File: src/verilog/event_delay_pkg.sv
package event_delay_pkg;
  // ---------------------------------------------------------------
  // Widths
  // ---------------------------------------------------------------
  localparam int CNT_W = 35;
  localparam int LANES = 5;
  localparam int ADDR_W = 16;
  localparam int PRE_W = 16;
  localparam int STEP_W = 9;
  // ---------------------------------------------------------------
  // Byte bus locations
  // ---------------------------------------------------------------
  localparam logic [15:0] ADR_LAT_BASE = 16'h0000;
  localparam logic [15:0] ADR_STATUS = 16'h0005;
  localparam logic [15:0] ADR_CTRL = 16'h0006;
  localparam logic [15:0] ADR_PRE_LO = 16'h0008;
  localparam logic [15:0] ADR_PRE_HI = 16'h0009;
  localparam logic [15:0] ADR_SYS_STEP = 16'h4884;
  // ---------------------------------------------------------------
  // Field positions
  // ---------------------------------------------------------------
  localparam int CTRL_HOLD = 0;
  localparam int CTRL_DIAG_EVT = 1;
  localparam int CTRL_FAST = 2;
  localparam int CTRL_RESTART_N = 3;
  localparam int STAT_TC = 0;
  localparam int STAT_PRE_LEVEL = 1;
  localparam int STAT_HOLD = 2;
  localparam int STAT_ARMED = 3;
  // ---------------------------------------------------------------
  // Reset and pattern values
  // ---------------------------------------------------------------
  localparam logic [7:0] CTRL_RST = 8'h07;
  localparam logic [7:0] LATCH_RST = 8'hff;
  localparam logic [34:0] CNT_RST = 35'h7_ffff_ffff;
  localparam logic [15:0] PRE_RST = 16'hffff;
  localparam logic [15:0] PRE_LAUNCH = 16'h0000;
  localparam logic [15:0] PRE_IDLE = 16'hffff;
  localparam logic [34:0] WALK_START = 35'h4_0000_0000;
  localparam logic [34:0] WALK_LAST = 35'h0_0000_0001;
  // ---------------------------------------------------------------
  // Step counts
  // ---------------------------------------------------------------
  localparam logic [8:0] PRE_RISE_STEPS = 9'h100;
  localparam logic [8:0] PRE_FALL_STEPS = 9'h002;
  localparam logic [1:0] EVT_FAST_STEPS = 2'h2;
  localparam logic [8:0] DIS_FAST_FIRST = 9'h004;
  localparam logic [8:0] DIS_FAST_LATER = 9'h003;
endpackage

File: src/verilog/event_delay_bus_if.sv
`timescale 1ns/1ps
interface event_delay_bus_if;
  import event_delay_pkg::*;
  logic [ADDR_W-1:0] addr;
  logic [7:0] wdata;
  logic wr;
  logic rd;
  logic [7:0] rdata;
  modport device (input addr, input wdata, input wr, input rd, output rdata);
  modport host (output addr, output wdata, output wr, output rd, input rdata);
endinterface

File: src/verilog/pretrigger_generator.sv
`timescale 1ns/1ps
module pretrigger_generator (
  input wire logic mclk_i,
  input wire logic rst_n_i,
  input wire logic sys_step_i,
  input wire logic wr_lo_i,
  input wire logic wr_hi_i,
  input wire logic [7:0] wdata_i,
  output logic [event_delay_pkg::PRE_W-1:0] window_c_counter_o,
  output logic pretrigger_launch_o,
  output logic pretrigger_terminal_count_o
);
  import event_delay_pkg::*;

  logic [7:0] lo_hold_r;
  logic [PRE_W-1:0] window_c_counter_r;
  logic pre_level_r;
  logic [8:0] settle_r;

  // ---------------------------------------------------------------
  // Launch and randomizer settling
  // ---------------------------------------------------------------
  wire launch = (window_c_counter_r == PRE_LAUNCH);
  wire [8:0] settle_target = launch ? PRE_RISE_STEPS : PRE_FALL_STEPS;
  wire [8:0] settle_inc = settle_r + 9'h001;
  wire settled = (launch != pre_level_r) && (settle_inc == settle_target);

  always_ff @(posedge mclk_i or negedge rst_n_i) begin
    if (!rst_n_i) begin
      lo_hold_r <= 8'h00;
      window_c_counter_r <= PRE_RST;
    end else begin
      if (wr_lo_i) begin
        lo_hold_r <= wdata_i;
      end
      if (wr_hi_i) begin
        window_c_counter_r <= {wdata_i, lo_hold_r};
      end else if (sys_step_i && !launch) begin
        window_c_counter_r <= window_c_counter_r - 16'h0001;
      end
    end
  end

  always_ff @(posedge mclk_i or negedge rst_n_i) begin
    if (!rst_n_i) begin
      pre_level_r <= 1'b0;
      settle_r <= 9'h000;
    end else if (sys_step_i) begin
      if (launch == pre_level_r) begin
        settle_r <= 9'h000;
      end else if (settled) begin
        pre_level_r <= launch;
        settle_r <= 9'h000;
      end else begin
        settle_r <= settle_inc;
      end
    end
  end

  assign window_c_counter_o = window_c_counter_r;
  assign pretrigger_launch_o = launch;
  assign pretrigger_terminal_count_o = pre_level_r;
endmodule // pretrigger_generator

File: src/verilog/event_delay_down_counter.sv
// What this block does
// - 35-bit counter counting downward
// - Latches written bytewise, five bytes, LSB first
// - Reads return bytes LSB first, top bits read as ones
// - Read value is ones complement of contents
// - At zero, read shows inverse of last load
// - Event pulse with load off decrements by one
// - Nonzero load clears terminal-count bit
// - Decrement after power-of-two load sets terminal count
// - Loading zero sets terminal count, reads inverse zero
// - Latches reach counter only on clocked load
// - Controller toggles pretrigger signal to clock load
// - Pretrigger: zero+256 steps high, FFFF+two steps low
// - Disable load: clear, fast step, pretrigger, 4/3 steps
// - Event: diag bit low-high, two fast steps
// - Walking ones from top bit down to one
// - Access to 4884 single-steps system clocks
// - Fast clock stepped by control bit low-high
// - Diagnostic entry loads all ones, terminal counts low
// - Restart held low forces counter loads
// - Checker reports count and content errors by phase
// - Re-enable: holdoff load high, then pretrigger low
`timescale 1ns/1ps
module event_delay_down_counter (
  input wire logic mclk_i,
  input wire logic rst_n_i,
  event_delay_bus_if.device bus,
  output logic [event_delay_pkg::CNT_W-1:0] count_o,
  output logic terminal_count_o,
  output logic pretrigger_terminal_count_o,
  output logic event_count_clock_o,
  output logic main_holdoff_load_n_o
);
  import event_delay_pkg::*;

  function automatic logic at(input logic [ADDR_W-1:0] a, input logic [ADDR_W-1:0] loc);
    at = (a == loc);
  endfunction

  logic [7:0] latch_r [LANES];
  logic [7:0] ctrl_r;
  logic [7:0] rdata_r;
  logic [CNT_W-1:0] cnt_r;
  logic [CNT_W-1:0] last_load_r;
  logic tc_r;
  logic hold_gate_r;
  logic pre_level_prev_r;
  logic evt_arm_r;
  logic [1:0] evt_steps_r;
  logic evt_pulse_r;
  logic pre_level;
  logic [PRE_W-1:0] pre_cnt;

  // ---------------------------------------------------------------
  // Address decode
  // ---------------------------------------------------------------
  wire access = bus.wr | bus.rd;
  wire sys_step = access & at(bus.addr, ADR_SYS_STEP);
  wire ctrl_wr = bus.wr & at(bus.addr, ADR_CTRL);
  wire pre_lo_wr = bus.wr & at(bus.addr, ADR_PRE_LO);
  wire pre_hi_wr = bus.wr & at(bus.addr, ADR_PRE_HI);
  wire [ADDR_W-1:0] lane_off = bus.addr - ADR_LAT_BASE;
  wire lane_hit = (lane_off < ADDR_W'(LANES));

  // ---------------------------------------------------------------
  // Control latch edges
  // ---------------------------------------------------------------
  wire fast_step = ctrl_wr & bus.wdata[CTRL_FAST] & ~ctrl_r[CTRL_FAST];
  wire diag_rise = ctrl_wr & bus.wdata[CTRL_DIAG_EVT] & ~ctrl_r[CTRL_DIAG_EVT];
  wire hold_set = ctrl_wr & bus.wdata[CTRL_HOLD];
  wire hold_clr = fast_step & ~ctrl_r[CTRL_HOLD];
  wire restart_low = ~ctrl_r[CTRL_RESTART_N];

  always_ff @(posedge mclk_i or negedge rst_n_i) begin
    if (!rst_n_i) begin
      ctrl_r <= CTRL_RST;
    end else if (ctrl_wr) begin
      ctrl_r <= bus.wdata;
    end
  end

  // ---------------------------------------------------------------
  // Input latches
  // ---------------------------------------------------------------
  wire [8*LANES-1:0] latch_bytes;

  for (genvar g = 0; g < LANES; g++) begin : g_lane
    wire lane_wr = bus.wr & at(bus.addr, ADR_LAT_BASE + ADDR_W'(g));
    always_ff @(posedge mclk_i or negedge rst_n_i) begin
      if (!rst_n_i) begin
        latch_r[g] <= LATCH_RST;
      end else if (lane_wr) begin
        latch_r[g] <= bus.wdata;
      end
    end
    assign latch_bytes[8*g +: 8] = latch_r[g];
  end

  wire [CNT_W-1:0] latch_word = latch_bytes[CNT_W-1:0];

  // ---------------------------------------------------------------
  // Pretrigger generator
  // ---------------------------------------------------------------
  pretrigger_generator u_pretrigger (
    .mclk_i(mclk_i),
    .rst_n_i(rst_n_i),
    .sys_step_i(sys_step),
    .wr_lo_i(pre_lo_wr),
    .wr_hi_i(pre_hi_wr),
    .wdata_i(bus.wdata),
    .window_c_counter_o(pre_cnt),
    .pretrigger_launch_o(),
    .pretrigger_terminal_count_o(pre_level)
  );

  wire pre_rise = pre_level & ~pre_level_prev_r;

  // ---------------------------------------------------------------
  // Holdoff load gate
  // ---------------------------------------------------------------
  always_ff @(posedge mclk_i or negedge rst_n_i) begin
    if (!rst_n_i) begin
      hold_gate_r <= 1'b1;
      pre_level_prev_r <= 1'b0;
    end else begin
      pre_level_prev_r <= pre_level;
      if (hold_set) begin
        hold_gate_r <= 1'b1;
      end else if (hold_clr) begin
        hold_gate_r <= 1'b0;
      end
    end
  end

  // ---------------------------------------------------------------
  // Event clock path
  // ---------------------------------------------------------------
  wire [1:0] evt_steps_inc = evt_steps_r + 2'h1;
  wire evt_fire = evt_arm_r & fast_step & (evt_steps_inc == EVT_FAST_STEPS);

  always_ff @(posedge mclk_i or negedge rst_n_i) begin
    if (!rst_n_i) begin
      evt_arm_r <= 1'b0;
      evt_steps_r <= 2'h0;
      evt_pulse_r <= 1'b0;
    end else begin
      evt_pulse_r <= evt_fire;
      if (diag_rise) begin
        evt_arm_r <= 1'b1;
        evt_steps_r <= 2'h0;
      end else if (evt_fire) begin
        evt_arm_r <= 1'b0;
        evt_steps_r <= 2'h0;
      end else if (evt_arm_r && fast_step) begin
        evt_steps_r <= evt_steps_inc;
      end
    end
  end

  // ---------------------------------------------------------------
  // Down counter
  // ---------------------------------------------------------------
  wire load_now = (pre_rise & hold_gate_r) | (sys_step & restart_low);
  wire count_ev = evt_pulse_r & ~hold_gate_r;
  wire cnt_zero = (cnt_r == '0);
  wire dec_now = count_ev & ~cnt_zero & ~load_now;
  wire [CNT_W-1:0] cnt_dec = cnt_r - CNT_W'(1);

  always_ff @(posedge mclk_i or negedge rst_n_i) begin
    if (!rst_n_i) begin
      cnt_r <= CNT_RST;
      last_load_r <= CNT_RST;
      tc_r <= 1'b0;
    end else if (load_now) begin
      cnt_r <= latch_word;
      last_load_r <= latch_word;
      tc_r <= (latch_word == '0) | count_ev;
    end else begin
      if (dec_now) begin
        cnt_r <= cnt_dec;
      end
      if (count_ev) begin
        tc_r <= 1'b1;
      end
    end
  end

  // ---------------------------------------------------------------
  // Read path
  // ---------------------------------------------------------------
  wire stuck_zero = cnt_zero & (last_load_r != '0);
  wire [CNT_W-1:0] shown = stuck_zero ? last_load_r : cnt_r;
  wire [8*LANES-1:0] inv_word = ~{5'h00, shown};
  wire [8*LANES-1:0] inv_shift = inv_word >> {lane_off[2:0], 3'h0};
  wire [7:0] status_byte = {4'h0, evt_arm_r, hold_gate_r, pre_level, tc_r};
  wire [7:0] rd_mux =
    lane_hit ? inv_shift[7:0] :
    at(bus.addr, ADR_STATUS) ? status_byte :
    at(bus.addr, ADR_CTRL) ? ctrl_r :
    at(bus.addr, ADR_PRE_LO) ? pre_cnt[7:0] :
    at(bus.addr, ADR_PRE_HI) ? pre_cnt[15:8] :
    8'h00;

  always_ff @(posedge mclk_i or negedge rst_n_i) begin
    if (!rst_n_i) begin
      rdata_r <= 8'h00;
    end else if (bus.rd) begin
      rdata_r <= rd_mux;
    end
  end

  // ---------------------------------------------------------------
  // Outputs
  // ---------------------------------------------------------------
  assign bus.rdata = rdata_r;
  assign count_o = cnt_r;
  assign terminal_count_o = tc_r;
  assign pretrigger_terminal_count_o = pre_level;
  assign event_count_clock_o = evt_pulse_r;
  assign main_holdoff_load_n_o = ~hold_gate_r;
endmodule // event_delay_down_counter

File: src/flat_wrapper.sv
// flat-port wrapper written by rule: the top's interface ports become plain ports
module event_delay_down_counter_flat import event_delay_pkg::*;
  (mclk_i, rst_n_i, count_o, terminal_count_o, pretrigger_terminal_count_o, event_count_clock_o, main_holdoff_load_n_o, bus_addr, bus_wdata, bus_wr, bus_rd, bus_rdata);
  event_delay_bus_if bus_i ();
  input wire logic mclk_i;
  input wire logic rst_n_i;
  output logic [event_delay_pkg::CNT_W-1:0] count_o;
  output logic terminal_count_o;
  output logic pretrigger_terminal_count_o;
  output logic event_count_clock_o;
  output logic main_holdoff_load_n_o;
  input wire logic [$bits(bus_i.addr)-1:0] bus_addr;
  input wire logic [$bits(bus_i.wdata)-1:0] bus_wdata;
  input wire logic [$bits(bus_i.wr)-1:0] bus_wr;
  input wire logic [$bits(bus_i.rd)-1:0] bus_rd;
  output wire logic [$bits(bus_i.rdata)-1:0] bus_rdata;
  assign bus_i.addr = bus_addr;
  assign bus_i.wdata = bus_wdata;
  assign bus_i.wr = bus_wr;
  assign bus_i.rd = bus_rd;
  assign bus_rdata = bus_i.rdata;
  event_delay_down_counter u_core (.mclk_i(mclk_i), .rst_n_i(rst_n_i), .bus(bus_i), .count_o(count_o), .terminal_count_o(terminal_count_o), .pretrigger_terminal_count_o(pretrigger_terminal_count_o), .event_count_clock_o(event_count_clock_o), .main_holdoff_load_n_o(main_holdoff_load_n_o));
endmodule
File: config.mk
export PLATFORM = sky130hd
export DESIGN_NAME = event_delay_down_counter_flat
export DESIGN_NICKNAME = d
export VERILOG_FILES = /design/src/verilog/event_delay_pkg.sv /design/src/verilog/event_delay_bus_if.sv /design/src/verilog/pretrigger_generator.sv /design/src/verilog/event_delay_down_counter.sv /design/src/flat_wrapper.sv
export SDC_FILE = /design/constraint.sdc
export NUM_CORES = 1
export LEC_CHECK = 0
export BUFFER_PORTS_ARGS = -buffer_cell sky130_fd_sc_hd__buf_2
export CAP_MARGIN = 5
export CORE_ASPECT_RATIO = 1.5
export CORE_UTILIZATION = 45
export CTS_CLUSTER_DIAMETER = 150
export DETAILED_ROUTE_END_ITERATION = 12
export GPL_TIMING_DRIVEN = 0
export PLACE_DENSITY_LB_ADDON = 0.2
export SLEW_MARGIN = 5
export SYNTH_ARGS = -nofsm -noshare
export SYNTH_HDL_FRONTEND = slang
export SYNTH_SLANG_ARGS = --single-unit
File: constraint.sdc
create_clock -name mclk_i -period 4.9 [get_ports mclk_i]
set_clock_uncertainty 0.1 [all_clocks]
set_input_delay 0.245 -clock mclk_i [delete_from_list [all_inputs] [get_ports mclk_i]]
set_output_delay 0.245 -clock mclk_i [all_outputs]
set_load 0.05 [all_outputs]
==> results.md <==
Outcome:
- The run finished with clean final reports.

Timing:
- The final period demand of the worst path is 3364 ps.
- Static timing analysis puts the maximum clock frequency at 0.2973 GHz.
- The number of slew-limit violations in the final report came to 0.
- In the finished design, the share of the clock period the worst path needs comes to 0.6865.
- The hold slack is 27.94 ps.
- For the pin with the worst max-slew slack, the measured transition is 904.0 ps.
- The worst slew margin relative to its limit is 0.3927.
- The count of final setup violators is 0.
- Setup repair after global routing left no endpoint under its margin.
- The aggregate negative setup slack is 0 ps.
- The count of endpoints failing hold in the final timing report is 0.

Power and ir drop:
- The share of total power in combinational logic is 0.045.
- Of the total power, the share spent switching nets is 0.2471.
- The internal portion of total power is 2148 µW.
- The total power per unit cell area is 274.5 nW/µm².
- The analysis attributes to net switching a power of 704.8 µW.
- The analysis attributes to cell leakage a power of 0.004099 µW.
- The total power draw is 2853 µW.
- The share of power burned in the clock network is 0.481.
- The worst-case IR drop observed on VDD is 231.6 µV.
- The sequential fraction of design power is 0.474.

Floorplanning:
- The die area is 20720 µm².
- The starting density of the core is 0.4581.
- The die is 117.9 µm wide.
- The die span in y is 175.8 µm.
- The total I/O pin count is 75.
- The number of cell rows is 63.
- The core area is 19790 µm².

Clock network:
- The H-tree was split into 4 levels.
- The longest clock path from root to sink contains 2 buffers.
- Clock tree synthesis selected as its root buffer the cell sky130_fd_sc_hd__clkbuf_16.
- The number of gates resized after CTS was 0.
- The number of post-CTS setup repair buffers is 0.
- TritonCTS built the clock tree.
- The number of clock sinks is 162.
- The clock input transition at the sequential cells of the worst setup and hold paths is 70 ps.
- The number of clock buffers inserted by TritonCTS is 17.
- The latest clock arrival within the worst-skew pair is 440 ps.

Final layout:
- The final design instance area without fill is 10390 µm².
- In the final layout, flip-flops and latches occupy 4210 µm².
- The layout has 1897 filler cells.
- The non-filler instance count after layout is 1305.
- The net count reported at finish is 1064.
- The growth of design area from synthesis to finish is 14.67%.
- The fraction of final layout cells sized beyond drive strength 1 is 0.3148.
- The footprint of the multi-input gates is 4554 µm².
- 0 antenna diodes ended up in the layout.

Drt:
- The number of routed nets with antenna violations is 0.
- The number of design rule violations left after detail routing is 0.
- The first TritonRoute pass finished after 5 iterations.
- After detailed routing, the total wire length is 30250 µm.
- Dividing the detail-routed wire length by the instance count gives 23.18 µm.
- The ratio of routed vias to standard cells is 6.201.
- The initial DRC count is 880.
- The count of vias placed by the detailed router is 8092.

Worst setup path:
- The highest fanout seen on the critical path is 7.
- STA puts the critical path data required time at 5090 ps.
- The slowest stage cell on the critical path is sky130_fd_sc_hd__a31oi_1.
- The worst stage delay on the critical path is 760 ps.
- The critical path data arrival time is 3550 ps.
- The critical path is of the flip-flop to flip-flop type.
- The sort of element at the end of the critical path is a flip-flop.
- The worst setup path is launched from a flip-flop.
- The critical path goes through inv_1, ha_1, or4b_1, nor4_2, nand2_1, a31oi_1, o31ai_1.

Synthesis:
- The proportion of synthesized flip-flops having asynchronous set or reset is 1.000.
- The adder and majority cell fraction of the synthesized area is 0.005522.
- The synthesized area divided by synthesized cell count is 9.652 µm².
- Summing every instance area after synthesis gives 9064 µm².
- The number of warning messages in the yosys log is 0.
- The complex-gate fraction of the synthesized area is 0.1222.
- After synthesis, the largest family of logic cells by area is simple AND/OR/NAND/NOR gates.
- The number of nets in the synthesized netlist is 971.
- The share of synthesized area in the top cell type comes to 0.3624.
- The simple-gate portion of the synthesized area is 0.2464.
- Of the synthesized area, sequential elements account for 0.4645.
- The count of flip-flops with a built-in enable after synthesis is 0.
- Counting flops and latches in the post-synthesis netlist gives 162.
- Of the total synthesized cell area, the portion taken by XOR and XNOR cells is 0.03672.
- The synthesized instance count is 939.
- By count the netlist is led by sky130_fd_sc_hd__nand2_1, sky130_fd_sc_hd__dfstp_2, sky130_fd_sc_hd__mux2_2.
- In the post-synthesis netlist, the biggest area contributors are sky130_fd_sc_hd__dfstp_2, sky130_fd_sc_hd__dfrtp_1, sky130_fd_sc_hd__nand2_1, sky130_fd_sc_hd__mux2_2, sky130_fd_sc_hd__xnor2_1.
- The most area-hungry cell type in the Yosys netlist is sky130_fd_sc_hd__dfstp_2.
- The multiplexer share of the synthesized area is 0.09166.
- The most used flip-flop cell after synthesis is sky130_fd_sc_hd__dfstp_2.
- In the post-synthesis netlist, the cell with the most instances is sky130_fd_sc_hd__nand2_1.
- Synthesis instantiated 79 different standard cells from the library.

Placed design:
- The sum of net half-perimeters after detailed placement is 22820 µm.
- Counting tap cells, the placed design contains a total of 1272 instances.
- The global placement routability congestion is 0.9576.
- The count of buffers added on input and output ports is 72.
- In this run the cell area measured after placement is 9787 µm².

Global routing:
- The global-route wire length before repair is 47210 µm.
- For this run the aggregate overflow at the end of global routing stands at 0.
- The number of antenna violations at the first check in global routing is 0.
- The via count of the first global-routing pass is 8077.
- Across every metal layer, demand over resource in global routing totals 0.3056.
- Entering global routing, the biggest net connects 110 pins.

Run:
- Across the run, the number of max-cap violations was 0.

Min path:
- The classification of the worst-slack hold path is primary input to flip-flop.
==> registers in the layout, indices dropped and copies added (netlist names) <==
signal / count
u_core.bus.rdata: 8
u_core.count_o: 35
u_core.ctrl_r: 8
u_core.event_count_clock_o: 1
u_core.evt_arm_r: 1
u_core.evt_steps_r: 2
u_core.hold_gate_r: 1
u_core.last_load_r: 35
u_core.latch_bytes: 35
u_core.pre_level_prev_r: 1
u_core.terminal_count_o: 1
u_core.u_pretrigger.lo_hold_r: 8
u_core.u_pretrigger.pretrigger_terminal_count_o: 1
u_core.u_pretrigger.settle_r: 9
u_core.u_pretrigger.window_c_counter_o: 16
==> critical path: cells and delay by family, from the launching register on <==
family	cells	cell delay, ps
simple gates	3	1510
compound gates	2	910
flops	1	410
fa+ha+maj	1	200
buf+inv	1	60
==> cells by family after synthesis <==
logic type / count (synthesis)
buffers and inverters: 71
adder cells (fa/ha/maj): 4
multiplexers: 63
flip-flops: 162
AO/OA/AOI/OAI: 163
XOR/XNOR: 38
AND/OR/NAND/NOR: 438
==> metal layers <==
| metal | wire (µm) | vias to the layer above | GRT usage |
|---|---|---|---|
| met3 | 1472 | 106 | 0.04156 |
| met5 | 0 | - | 0 |
| li1 | - | 3630 | - |
| met2 | 15230 | 371 | 0.5294 |
| met1 | 11230 | 3985 | 0.3431 |
| met4 | 2315 | 0 | 0.2254 |
==> stage by stage <==
stage / util / setup WS (ps)
floorplan: - / 2283
global placement: 0.4928 / 1032
detailed placement: 0.4947 / 1655
CTS: 0.5253 / 1651
global route: 0.5253 / 1307
finish: 0.5253 / 1536
==> power groups by stage <==
stage	registers [µW]	clock network, µW	logic (µW)
floorplan	1390	0	38.9
global placement	1370	0	123
detailed placement	1370	0	128
CTS	1350	1390	129
global route	1350	1450	139
finish	1350	1370	128
==> final timing paths <==
| check | slack [ps] | to | depth (start not counted) | startpoint |
|---|---|---|---|---|
| min reg2reg | 310 | u_core.pre_level_prev_r | 0 | u_core.u_pretrigger.pretrigger_terminal_count_o |
| max | 1540 | u_core.u_pretrigger.settle_r[3] | 7 | u_core.u_pretrigger.window_c_counter_o[0] |
| max in group asynchronous | 3580 | u_core.count_o[19] | 3 | rst_n_i |
| min | 30 | u_core.u_pretrigger.window_c_counter_o[15] | 3 | bus_wdata[7] |
| max reg2reg | 1540 | u_core.u_pretrigger.settle_r[3] | 7 | u_core.u_pretrigger.window_c_counter_o[0] |
| min in group asynchronous | 210 | u_core.u_pretrigger.lo_hold_r[3] | 2 | rst_n_i |
==> placed cells by master, fill, tap and decap left out, drive strengths merged, types with 5 or more instances in the layout <==
cell	n
dfrtp	37
a211oi	8
a21o	5
xnor2	30
nand3	39
o21ai	59
buf	89
xor2	8
mux2	50
a21oi	17
mux4	11
nor2	44
nor4	37
dfstp	125
nand2	171
or4	12
inv	28
and2	5
and3	6
or3	16
nand2b	8
or2	12
o31ai	14
nor3	47
nand4	23
clkinv	6
o211ai	12
a2111oi	5
clkbuf	51
==> timing repair <==
action / 4_1_cts / 5_1_grt
setup endpoints to repair: 0 / 0
hold endpoints to repair: 53 / 0
hold buffers: 1 / 0
==> cell type report <==
| cell class | instances | area share |
|---|---|---|
| Buffer | 50 | 0.02119 |
| Clock buffer | 17 | 0.04093 |
| Clock inverter | 15 | 0.01649 |
| Inverter | 21 | 0.007584 |
| Multi-Input combinational cell | 706 | 0.4382 |
| Sequential cell | 162 | 0.4051 |
| Tap cell | 260 | 0.03130 |
| Timing Repair Buffer | 74 | 0.03924 |
No activity file was read; power rests on OpenSTA's default activity.
